--- src/verilog/adcc_pkg.sv ---
// Constants, register map and carriers for the converter control block.
// Assumes a classic Wishbone slave with 32-bit data, byte data in bits 7:0.
package adcc_pkg;
    // Register byte offsets
    localparam logic [3:0] ADCC_OFF_RES_LOW  = 4'h0;
    localparam logic [3:0] ADCC_OFF_RES_HIGH = 4'h4;
    localparam logic [3:0] ADCC_OFF_CTRL0    = 4'h8;
    localparam logic [3:0] ADCC_OFF_CTRL1    = 4'hC;
    localparam logic [4:0] ADCC_OFF_PINEN    = 5'h10;
    // Primary control field positions
    localparam int ADCC_C0_START  = 7;
    localparam int ADCC_C0_BUSY   = 6;
    localparam int ADCC_C0_PDOWN  = 5;
    localparam int ADCC_C0_JUSTIFY = 4;
    // Secondary control field positions
    localparam int ADCC_C1_BGSEL  = 7;
    localparam int ADCC_C1_BGEN   = 6;
    localparam int ADCC_C1_REFSEL = 4;
    // Reset values and the undefined divider code
    localparam logic [7:0] ADCC_RST_CTRL1 = 8'h00;
    localparam logic [7:0] ADCC_RST_PINEN = 8'hFF;
    localparam logic [2:0] ADCC_DIV_UNDEF = 3'h7;

    // Secondary control fields
    typedef struct packed {
        logic       bandgap_input_select;
        logic       bandgap_enable;
        logic       reference_source_select;
        logic [2:0] conv_clock_divider;
    } adcc_ctrl1_s;

    // Lines toward the analog converter core
    typedef struct packed {
        logic       conv_reset;
        logic       conv_start;
        logic       converter_power_down;
        logic [7:0] channel_connect;
        logic       bandgap_connect;
        logic       bandgap_enable;
        logic       reference_source_select;
        logic       conv_clock_en;
    } adcc_core_s;

    typedef enum logic [1:0] {ADCC_IDLE, ADCC_ARMED, ADCC_CONV} adcc_state_e;

    // Justify a 12-bit result into the high and low bytes
    function automatic logic [15:0] adcc_justify(input logic [11:0] r,
                                                 input logic j);
        if (j)
            adcc_justify = {4'h0, r};
        else
            adcc_justify = {r, 4'h0};
    endfunction
endpackage
--- src/verilog/adcc_ctrl.sv ---
// Register-side control of the 12-bit converter: five byte registers,
// start sequencing, busy flag, channel routing and clock divider.
// Assumes the converter core raises conv_done for one cycle with the result.
//
// The Wishbone interface to the registers and the placing of the registers were decided locally.
`timescale 1ns/10ps
module adcc_ctrl
    import adcc_pkg::*;
(
    // Clock and reset
    input  wire logic        clock,
    input  wire logic        rst_b,
    // Wishbone slave
    input  wire logic        wb_cyc_i,
    input  wire logic        wb_stb_i,
    input  wire logic        wb_we_i,
    input  wire logic [4:0]  wb_adr_i,
    input  wire logic [3:0]  wb_sel_i,
    input  wire logic [31:0] wb_dat_i,
    output logic      [31:0] wb_dat_o,
    output logic             wb_ack_o,
    // Converter core
    input  wire logic        conv_done,
    input  wire logic [11:0] conv_result,
    output adcc_core_s       core,
    // Pin control
    output logic      [7:0]  pin_analog_enable_bits,
    output logic      [7:0]  pull_high_block
);
    // Software registers, then internal state and decode signals
    logic        start_bit;
    logic        busy;
    logic        converter_power_down;
    logic        result_justify_select;
    logic [2:0]  channel_select_field;
    adcc_ctrl1_s ctrl1;
    logic [7:0]  pin_en;
    logic [15:0] result;
    logic [5:0]  div_cnt;
    adcc_state_e state;
    logic        wr_strobe;
    logic        wr_lane0;
    logic [7:0]  rd_byte;
    logic [7:0]  ctrl0_view;
    logic [7:0]  ctrl1_view;
    logic [5:0]  div_mask;

    // Byte lane 0 carries all register data; writes land at the edge
    // where the master samples ack, so an early abort writes nothing
    assign wr_strobe = wb_cyc_i && wb_stb_i && wb_we_i && wb_ack_o;
    assign wr_lane0  = wr_strobe && wb_sel_i[0];

    // Bit 3 reads zero; busy forced while start held high
    assign ctrl0_view = {start_bit, busy | start_bit, converter_power_down,
                         result_justify_select, 1'b0,
                         channel_select_field};
    assign ctrl1_view = {ctrl1.bandgap_input_select, ctrl1.bandgap_enable,
                         1'b0, ctrl1.reference_source_select, 1'b0,
                         ctrl1.conv_clock_divider};

    // Read decode; unmapped offsets read zero
    always_comb
    begin
        case (wb_adr_i)
            5'(ADCC_OFF_RES_LOW):  rd_byte = result[7:0];
            5'(ADCC_OFF_RES_HIGH): rd_byte = result[15:8];
            5'(ADCC_OFF_CTRL0):    rd_byte = ctrl0_view;
            5'(ADCC_OFF_CTRL1):    rd_byte = ctrl1_view;
            ADCC_OFF_PINEN:        rd_byte = pin_en;
            default:               rd_byte = 8'h00;
        endcase
    end

    // One wait state: ack a cycle after the request, then drop it
    always_ff @(posedge clock)
    begin
        if (!rst_b)
        begin
            wb_ack_o <= 1'b0;
            wb_dat_o <= 32'h0000_0000;
        end
        else
        begin
            wb_ack_o <= wb_cyc_i && wb_stb_i && !wb_ack_o;
            wb_dat_o <= {24'h00_0000, rd_byte};
        end
    end

    // Ack is a one-cycle pulse, so a held request is not answered in two cycles running
    a_ack_single: assert property (
        @(posedge clock) disable iff (!rst_b)
        wb_ack_o |=> !wb_ack_o)
        else $error("ack held for two cycles");

    // Primary control writes
    always_ff @(posedge clock)
    begin
        if (!rst_b)
        begin
            start_bit             <= 1'b0;
            converter_power_down  <= 1'b1;
            result_justify_select <= 1'b0;
            channel_select_field  <= 3'h0;
        end
        else if (wr_lane0 && wb_adr_i == 5'(ADCC_OFF_CTRL0))
        begin
            start_bit             <= wb_dat_i[ADCC_C0_START];
            converter_power_down  <= wb_dat_i[ADCC_C0_PDOWN];
            result_justify_select <= wb_dat_i[ADCC_C0_JUSTIFY];
            channel_select_field  <= wb_dat_i[2:0];
        end
    end

    // Reset values show at the first edge after release
    a_reset_state: assert property (
        @(posedge clock) disable iff (!rst_b)
        !$past(rst_b) |-> busy && converter_power_down && !start_bit
            && !result_justify_select && channel_select_field == 3'h0)
        else $error("control register left reset with wrong values");

    // Unimplemented bit 3 and the upper data lanes never read high
    a_bit3_reads_zero: assert property (
        @(posedge clock) disable iff (!rst_b)
        $past(rst_b) && $past(wb_adr_i) == 5'(ADCC_OFF_CTRL0)
            |-> wb_dat_o[3] == 1'b0 && wb_dat_o[31:8] == 24'h00_0000)
        else $error("unimplemented control bit read high");

    // Secondary control and pin enable writes
    always_ff @(posedge clock)
    begin
        if (!rst_b)
        begin
            ctrl1  <= adcc_ctrl1_s'(ADCC_RST_CTRL1);
            pin_en <= ADCC_RST_PINEN;
        end
        else if (wr_lane0)
        begin
            if (wb_adr_i == 5'(ADCC_OFF_CTRL1))
            begin
                ctrl1.bandgap_input_select    <= wb_dat_i[ADCC_C1_BGSEL];
                ctrl1.bandgap_enable          <= wb_dat_i[ADCC_C1_BGEN];
                ctrl1.reference_source_select <= wb_dat_i[ADCC_C1_REFSEL];
                ctrl1.conv_clock_divider      <= wb_dat_i[2:0];
            end
            if (wb_adr_i == ADCC_OFF_PINEN)
                pin_en <= wb_dat_i[7:0];
        end
    end

    // Start sequencer: a rising then falling start bit fires one conversion when powered up
    always_ff @(posedge clock)
    begin
        if (!rst_b)
        begin
            state <= ADCC_IDLE;
            busy  <= 1'b1;
        end
        else if (start_bit)
        begin
            state <= ADCC_ARMED;
            busy  <= 1'b1;
        end
        else
        begin
            case (state)
                ADCC_ARMED:
                begin
                    // Powered off: nothing to run, leave busy raised
                    if (!converter_power_down)
                        state <= ADCC_CONV;
                    else
                        state <= ADCC_IDLE;
                end
                ADCC_CONV:
                begin
                    if (conv_done)
                    begin
                        state <= ADCC_IDLE;
                        busy  <= 1'b0;
                    end
                end
                default: state <= ADCC_IDLE;
            endcase
        end
    end

    // A low start bit never leaves the sequencer armed
    a_armed_exit: assert property (
        @(posedge clock) disable iff (!rst_b)
        (state == ADCC_ARMED && !start_bit) |=> state != ADCC_ARMED)
        else $error("sequencer stuck armed");

    // Idle sequencer never launches the converter
    a_idle_no_start: assert property (
        @(posedge clock) disable iff (!rst_b)
        state == ADCC_IDLE |=> !core.conv_start)
        else $error("conversion started from idle");

    // Start released while powered off: back to idle, busy still set
    a_powered_off_busy: assert property (
        @(posedge clock) disable iff (!rst_b)
        (state == ADCC_ARMED && !start_bit && converter_power_down)
            |=> busy && state == ADCC_IDLE)
        else $error("powered-off start did not return to idle");

    // Busy stays set for the whole of a conversion
    a_busy_holds: assert property (
        @(posedge clock) disable iff (!rst_b)
        state == ADCC_CONV |-> busy)
        else $error("busy low during conversion");

    // Result load in the selected justification
    always_ff @(posedge clock)
    begin
        if (!rst_b)
            result <= 16'h0000;
        else if (state == ADCC_CONV && conv_done && !start_bit)
            result <= adcc_justify(conv_result,
                                   result_justify_select);
    end

    // Left justified: low nibble of the low byte reads zero
    a_justify_left: assert property (
        @(posedge clock) disable iff (!rst_b)
        (state == ADCC_CONV && conv_done && !start_bit
            && !result_justify_select)
            |=> result == {$past(conv_result), 4'h0})
        else $error("left justified result misplaced");

    // Right justified: upper nibble of the high byte reads zero
    a_justify_right: assert property (
        @(posedge clock) disable iff (!rst_b)
        (state == ADCC_CONV && conv_done && !start_bit
            && result_justify_select)
            |=> result == {4'h0, $past(conv_result)})
        else $error("right justified result misplaced");

    // Divider mask: code k divides by 2**k; the undefined code stops it
    always_comb
    begin
        div_mask = 6'((7'h01 << ctrl1.conv_clock_divider) - 7'h01);
    end

    // Free running prescaler for the converter clock enable
    always_ff @(posedge clock)
    begin
        if (!rst_b)
            div_cnt <= 6'h00;
        else
            div_cnt <= div_cnt + 6'h01;
    end

    // Converter core and pin lines, all registered
    always_ff @(posedge clock)
    begin
        if (!rst_b)
        begin
            core                   <= '0;
            pin_analog_enable_bits <= ADCC_RST_PINEN;
            pull_high_block        <= ADCC_RST_PINEN;
        end
        else
        begin
            core.conv_reset  <= start_bit;
            core.conv_start  <= state == ADCC_ARMED && !start_bit
                                && !converter_power_down;
            core.converter_power_down <= converter_power_down;
            core.channel_connect <= ctrl1.bandgap_input_select ? 8'h00
                : 8'(8'h01 << channel_select_field);
            core.bandgap_connect <= ctrl1.bandgap_input_select;
            core.bandgap_enable  <= ctrl1.bandgap_enable;
            core.reference_source_select <= ctrl1.reference_source_select;
            core.conv_clock_en <= ctrl1.conv_clock_divider != ADCC_DIV_UNDEF
                && (div_cnt & div_mask) == 6'h00;
            pin_analog_enable_bits <= pin_en;
            pull_high_block        <= pin_en;
        end
    end

    // Busy reads high whenever start is held
    a_busy_under_start: assert property (
        @(posedge clock) disable iff (!rst_b)
        start_bit |-> ctrl0_view[ADCC_C0_BUSY])
        else $error("busy low while start held");

    // Start bit high then low before the converter is launched
    a_start_needs_fall: assert property (
        @(posedge clock) disable iff (!rst_b)
        core.conv_start |-> $past(start_bit, 2) && !$past(start_bit))
        else $error("conversion began without full start pulse");

    // Conversion end clears busy in the next cycle
    a_done_clears_busy: assert property (
        @(posedge clock) disable iff (!rst_b)
        (state == ADCC_CONV && conv_done && !start_bit) |=> !busy)
        else $error("busy not cleared at conversion end");

    // Bandgap selected: every external channel is open
    a_bandgap_isolates: assert property (
        @(posedge clock) disable iff (!rst_b)
        $past(ctrl1.bandgap_input_select) |-> core.channel_connect == 8'h00)
        else $error("external input connected with bandgap");

    // Pull-high block follows the pin enables one cycle later
    a_pullup_removed: assert property (
        @(posedge clock) disable iff (!rst_b)
        $past(rst_b) |-> pull_high_block == $past(pin_en))
        else $error("pull-high not removed on analog pin");

    // Converter reset line mirrors the start bit
    a_start_resets: assert property (
        @(posedge clock) disable iff (!rst_b)
        $past(rst_b) |-> core.conv_reset == $past(start_bit))
        else $error("converter reset does not follow start");

    // A powered-off converter is never launched
    a_power_blocks: assert property (
        @(posedge clock) disable iff (!rst_b)
        core.conv_start |-> !core.converter_power_down)
        else $error("conversion launched while powered off");

    // Channel field picks exactly the addressed input
    a_channel_route: assert property (
        @(posedge clock) disable iff (!rst_b)
        $past(rst_b) && !$past(ctrl1.bandgap_input_select)
            |-> core.channel_connect
                == 8'(8'h01 << $past(channel_select_field)))
        else $error("wrong analog input connected");

    // Bandgap connection follows its select bit
    a_bandgap_route: assert property (
        @(posedge clock) disable iff (!rst_b)
        $past(rst_b) |-> core.bandgap_connect
            == $past(ctrl1.bandgap_input_select))
        else $error("bandgap connection wrong");

    // Undefined divider code gives no converter clock at all
    a_divider_stopped: assert property (
        @(posedge clock) disable iff (!rst_b)
        $past(ctrl1.conv_clock_divider) == ADCC_DIV_UNDEF
            |-> !core.conv_clock_en)
        else $error("converter clock runs on undefined code");

    // Pin outputs follow the enable register one cycle later
    a_pin_enable_copy: assert property (
        @(posedge clock) disable iff (!rst_b)
        $past(rst_b) |-> pin_analog_enable_bits == $past(pin_en))
        else $error("pin analog enables out of step");
endmodule // adcc_ctrl

--- config.mk ---
export PLATFORM = sky130hd
export DESIGN_NAME = adcc_ctrl
export DESIGN_NICKNAME = d
export VERILOG_FILES = /design/src/verilog/adcc_pkg.sv /design/src/verilog/adcc_ctrl.sv
export SDC_FILE = /design/constraint.sdc
export NUM_CORES = 1
export LEC_CHECK = 0
export BUFFER_PORTS_ARGS = -buffer_cell sky130_fd_sc_hd__buf_2
export CORE_MARGIN = 5
export CORE_UTILIZATION = 35
export DETAILED_ROUTE_END_ITERATION = 10
export PLACE_DENSITY_LB_ADDON = 0.05
export SLEW_MARGIN = 20
export SYNTH_ARGS = -nofsm -noshare
export SYNTH_HDL_FRONTEND = slang
export SYNTH_SLANG_ARGS = --single-unit
--- constraint.sdc ---
create_clock -name clock -period 2.56 [get_ports clock]
set_clock_uncertainty 0.2 [all_clocks]
set_input_delay 0.768 -clock clock [delete_from_list [all_inputs] [get_ports clock]]
set_output_delay 0.768 -clock clock [all_outputs]
set_load 0.02 [all_outputs]
==> impl_metrics.yaml, run 1 <==
logic_synthesis:
  ys_seq_elements: 77
  synth_cell_types: 46
  ys.flop_type: "dfxtp_1"
  synthSimpleGateAreaFrac_pct: 20.5
  synth.avg_cell_area_sq_um: 9.81
  async_reset_ff_share_pct: 0
  syn_area_sq_um: 3320
  synth-xor-area-share_pct: 0.792
  synth_top_family_by_area: "simple AND/OR/NAND/NOR gates"
  yosys_warnings: 0
  synth_fa_ha_area_share_pct: 0.377
  synthMuxAreaShare_pct: 12.2
  seq_area_frac_synth_pct: 46.5
  synth_top_area_cell: "dfxtp_1"
  synth_edf_count: 0
  synth_area_leaders: "dfxtp_1 (46%), buf_4 (7.5%), mux2i_1 (6.6%), nand2_1 (3.6%), nand2b_1 (3.6%)"
  yosys.area.top_type_share_pct: 46.5
  synth-compound-area-share_pct: 8.15
  synth_cells: 338
worst_setup_path:
  path_class: "in2reg"
  crit_buf_inv: 1
  path_cells: "buf_2 > nor4b_4 > and4b_1 > mux2i_1"
  r2r_end: "start_bit$_SDFFE_PN0P_"
  required_ns: 2.63
  reg2reg_depth: 3
  cp-start-kind: "input port"
  crit_path_end_kind: "flop"
  path_delay_family: "simple AND/OR/NAND/NOR gates"
  critPathMaxFanout: 6
  reg2reg_setup_slack_ns: 0.90
  regToRegStartpoint: "wb_ack_o$_SDFF_PN0_"
  cpPeakStageDelay_ns: 0.54
  cpMaxStageDelayCell: "and4b_1"
  arrival_ns: 2.04
placed_design:
  place_congestion: 0.753
  hpwl_microns: 5730
  dpl-instance-area_sq_um: 3620
  io_buffers: 71
  dp_worst_setup_slack_ns: 0.223
floorplanning:
  core_area_sq_um: 9240
  die_y_microns: 107
  die_w_microns: 107
  placementRows: 35
  die-area_sq_um: 11500
  pin_count: 123
  initial_utilization_pct: 35.9
drt:
  drc: 0
  drt-initial-drc-count: 113
  wl_per_cell_microns: 14.6
  drt-vias-per-instance: 4.56
  wl_microns: 7770
  drtAntennaViolNets: 0
  vias: 2428
  first_pass_iters: 4
sta:
  rsz0062_at_grt: "false"
  fmax_mhz: 508
  setup_viol_count_final: 0
  tns_ns: 0
  relSlewSlack_pct: 48.2
  worstMarginPinSlew_ns: 0.776
  setup_ws_ns: 0.592
  hold_viol: 0
  period_needed_ns: 1.97
  final-max-slew-violation-count: 0
  holdWs_ns: 0.234
  period_share_pct: 76.9
clocking:
  clock_tree.root_cell: "clkbuf_8"
  post-cts-setup-buffers: 0
  cts_tree: "built"
  cts-buffers-inserted: 9
  cts.sinks: 77
  ctsResizeCount: 0
  hold_buffers: 0
  clk_path_buf_depth: 2
  clk_latency_ns: 0.34
  clk_pin_slew_ns: 0.08
  h-tree-depth: 3
power:
  ir_worst_vdd_v: 0.000289
  p_leak_nw: 1.61
  power_w: 0.00248
  power.density_nw_per_um2: 641
cells_and_area:
  nets: 459
  diodes: 0
  final_area_sq_um: 3870
  fillers: 940
  area_delta_synth_final_pct: 16.7
  layout-drive-gt1-share_pct: 28.8
run_status:
  status: "complete, no violations"
global_route:
  grt.overflow.total: 0
  grt_pass1_wl_microns: 12200
  antenna_found_initial: 0
  grt_max_degree: 32
  grt_pass1_vias: 2412
  grt_util_all_layers_pct: 13.8
min_path:
  worstHoldStart: "wb_ack_o$_SDFF_PN0_"
  whs_path_depth: 1
  hp-class: "reg2reg"
  holdPathEnd: "wb_ack_o$_SDFF_PN0_"
flow_run:
  drv_cap: 0
[cells by family (layout without fill, tap and decap cells)]
logic type / Yosys count / count (layout)
other: 1 / 24
XOR/XNOR: 3 / 3
multiplexers: 36 / 36
adder cells (fa/ha/maj): 1 / 1
AND/OR/NAND/NOR: 120 / 120
flip-flops: 77 / 77
AO/OA/AOI/OAI: 41 / 41
buffers and inverters: 59 / 101
[layer usage]
metal / vias up / wire (microns) / track usage (%)
met3: 6 / 416 / 4.26
li1: 1228 / - / -
met4: 0 / 68 / 3.52
met5: - / 0 / 0
met1: 1130 / 3600 / 17.4
met2: 64 / 3680 / 22.9
[registers in the layout, indices dropped and copies added, names as in the netlist]
name,count
converter_power_down,1
wb_ack_o,1
channel_select_field,3
result_justify_select,1
ctrl1,6
wb_dat_o,8
core,15
result,16
start_bit,1
busy,1
pin_en,8
div_cnt,6
pull_high_block,8
state,2
[cell usage in the layout, fill, tap and decap left out, types with 2 or more instances in the layout]
cell type	instances
nand2_1	32
nor3_1	3
conb_1	24
nand2b_1	19
inv_1	7
dfxtp_1	77
xor2_1	2
a21oi_1	13
a31oi_1	6
mux2_2	7
nor2_1	24
a32oi_1	6
buf_4	7
or3_1	2
nand3_1	14
clkbuf_8	11
and2_1	2
mux2i_1	22
bufinv_16	3
mux2_4	7
buf_2	71
a211oi_1	8
nand3b_1	11
o21ai_0	4
[report_power, final]
part | leakage [nW] | internal, W | total (W) | switching, W
combinational | 0.862 | 0.0000507 | 0.000154 | 0.000103
sequential | 0.623 | 0.00120 | 0.00121 | 0.00000578
clock | 0.125 | 0.000694 | 0.00111 | 0.000420
[area by class of cell]
cell class                 count  area (sq um)  share of cell area (%)
timing repair buffer          78           408                    10.5
tap                          129           161                    4.17
multi-input combinational    225          1480                    38.3
sequential                    77          1540                    39.8
clock buffer                  11           151                    3.91
inverter                       8          30.0                   0.776
clock inverter                 4          95.1                    2.46
[cells in the mapped netlist (2+ instances only)]
library cell / n
mux2_4: 7
and2_1: 2
mux2_2: 7
or3_1: 2
dfxtp_1: 77
a21oi_1: 13
nand2_1: 32
buf_2: 8
xor2_1: 2
mux2i_1: 22
o21ai_0: 4
nor2_1: 24
clkbuf_1: 6
a31oi_1: 6
nand3_1: 14
nand2b_1: 19
a211oi_1: 8
nor3_1: 3
buf_4: 33
nand3b_1: 11
inv_1: 7
a32oi_1: 6
buf_1: 2
[metrics by stage]
| step | utilization, % | instances |
|---|---|---|
| after global placement | 39.2 | 517 |
| final | 41.9 | 532 |
| after global routing | 41.9 | 532 |
| after floorplan | - | 361 |
| after CTS | 41.9 | 532 |
| after detailed placement | 39.2 | 517 |
[worst max path at each step]
stage / from / to / cells after the start
global placement: wb_adr_i[1] / channel_select_field[1]$_SDFFE_PN0P_ / 4
detailed placement: wb_adr_i[1] / converter_power_down$_SDFFE_PN1P_ / 4
CTS: wb_adr_i[1] / start_bit$_SDFFE_PN0P_ / 4
global route: wb_adr_i[1] / channel_select_field[0]$_SDFFE_PN0P_ / 4
finish: wb_adr_i[1] / start_bit$_SDFFE_PN0P_ / 4
floorplan: wb_adr_i[2] / pin_en[0]$_SDFFE_PN1P_ / 6
Note: power is estimated with default switching activity, not from simulation.
==> run 2: changes to the inputs <==
clock period = 2 ns   (was 2.56 ns; I/O delays follow)
==> impl_metrics.yaml, run 2 (same netlist as run 1, synthesis figures left out) <==
sta:
  period_share_pct: 85.1
  fmax_mhz: 588
  worstMarginPinSlew_ns: 0.498
  holdWs_ns: 0.229
  rsz0062_at_grt: "false"
  setup_viol_count_final: 0
  final-max-slew-violation-count: 0
  relSlewSlack_pct: 66.4
  hold_viol: 0
  period_needed_ns: 1.70
floorplanning:
  pin_count: 123
  core_area_sq_um: 9240
  initial_utilization_pct: 35.9
  die_w_microns: 107
  die_y_microns: 107
  placementRows: 35
  die-area_sq_um: 11500
clocking:
  clk_pin_slew_ns: 0.09
  cts-buffers-inserted: 9
  cts.sinks: 77
  clk_latency_ns: 0.36
  clk_path_buf_depth: 2
  clock_tree.root_cell: "clkbuf_8"
  h-tree-depth: 3
  post-cts-setup-buffers: 0
  cts_tree: "built"
  ctsResizeCount: 0
  hold_buffers: 0
drt:
  drt-vias-per-instance: 4.60
  wl_microns: 7790
  wl_per_cell_microns: 14.3
  drc: 0
  drtAntennaViolNets: 0
  first_pass_iters: 4
  drt-initial-drc-count: 102
  vias: 2509
cells_and_area:
  regMostFlops: "result"
  final_common_cell: "dfxtp_1"
  fillers: 931
  final_util_pct: 42.5
  layout-drive-gt1-share_pct: 31.0
  largest_reg_flops: 16
  area_delta_synth_final_pct: 18.4
  diodes: 0
  largest_registers: "result x16, core x15"
  layout_common_cells: "dfxtp_1 (77), buf_2 (71), nand2_1 (32)"
  nets: 471
worst_setup_path:
  path_class: "in2reg"
  critPathMaxFanout: 11
  arrival_ns: 1.79
  crit_path_end_kind: "flop"
  cp-start-kind: "input port"
  required_ns: 2.09
global_route:
  grt_pass1_vias: 2416
  grt_max_degree: 37
  grt_util_all_layers_pct: 13.8
  grt.overflow.total: 0
  grt_pass1_wl_microns: 12200
  antenna_found_initial: 0
power:
  switching_share_pct: 26.5
  p_leak_nw: 1.64
  ir_worst_vdd_v: 0.000369
  intPower_w: 0.00207
  p_sw_w: 0.000745
  power_w: 0.00281
  power_frac_clock_pct: 37.5
  p_seq_share_pct: 55.0
  p_comb_share_pct: 7.5
  power.density_nw_per_um2: 717
run_status:
  status: "complete, no violations"
min_path:
  hp-class: "reg2reg"
placed_design:
  place_congestion: 0.773
  io_buffers: 71
  hpwl_microns: 5770
flow_run:
  drv_cap: 0
[run 2: cell count changes in the layout (fill, tap and decap cells not counted), sizes merged]
cell      previous run  this run
inv                  7         8
buf                 78        90
bufinv               3         0
clkbuf              11         9
clkinv               2         5
clkinvlp             0         2
[run 2: path summary, 6_finish.rpt]
path                             from                endpoint  slack [ns]  depth (start not counted)
setup / recovery          wb_adr_i[1]  wb_dat_o[6]$_SDFF_PN0_        0.30                          5
hold / removal    wb_ack_o$_SDFF_PN0_     wb_ack_o$_SDFF_PN0_        0.23                          1
setup reg to reg  wb_ack_o$_SDFF_PN0_  pin_en[7]$_SDFFE_PN1P_        0.41                          3
hold reg to reg   wb_ack_o$_SDFF_PN0_     wb_ack_o$_SDFF_PN0_        0.23                          1
[run 2: final cells by class]
| type | count | area [sq um] | area share (%) |
|---|---|---|---|
| sequential | 77 | 1540 | 39.3 |
| tap | 129 | 161 | 4.11 |
| multi-input combinational | 225 | 1480 | 37.7 |
| timing repair buffer | 90 | 536 | 13.6 |
| clock buffer | 9 | 124 | 3.16 |
| clock inverter | 7 | 51.3 | 1.31 |
| inverter | 8 | 30.0 | 0.765 |
[run 2: through the flow]
stage,worst slack (ns),setup TNS (ns),cell area [sq um],cells
global route,0.218,0,3930,545
floorplan,0.0724,0,3400,361
CTS,0.313,0,3930,545
finish,0.298,0,3930,545
detailed placement,-0.0506,-0.503,3750,529
global placement,-0.0573,-0.318,3750,529
[run 2: critical path, stage by stage]
cell and delay, ns:
buf_2 0.15, nor4b_4 0.39, buf_4 0.25, o311ai_0 0.21, a31oi_1 0.20
[run 2: power groups by stage]
| stage | sequential [W] | combinational (W) | clock, W |
|---|---|---|---|
| 2_1_floorplan | 0.00159 | 0.000155 | 0 |
| 3_3_place_gp | 0.00158 | 0.000210 | 0 |
| 3_5_place_dp | 0.00159 | 0.000211 | 0 |
| 4_1_cts | 0.00155 | 0.000212 | 0.00109 |
| 5_1_grt | 0.00155 | 0.000231 | 0.00116 |
| 6_report | 0.00155 | 0.000211 | 0.00106 |
[run 2: metal layers]
| layer | track usage, % | vias to the layer above | part of all wire (%) |
|---|---|---|---|
| met5 | 0 | - | 0 |
| met4 | 5.23 | 0 | 1.5 |
| met3 | 3.78 | 9 | 6.1 |
| met2 | 22.1 | 80 | 47 |
| met1 | 17.6 | 1166 | 46 |
| li1 | - | 1254 | - |
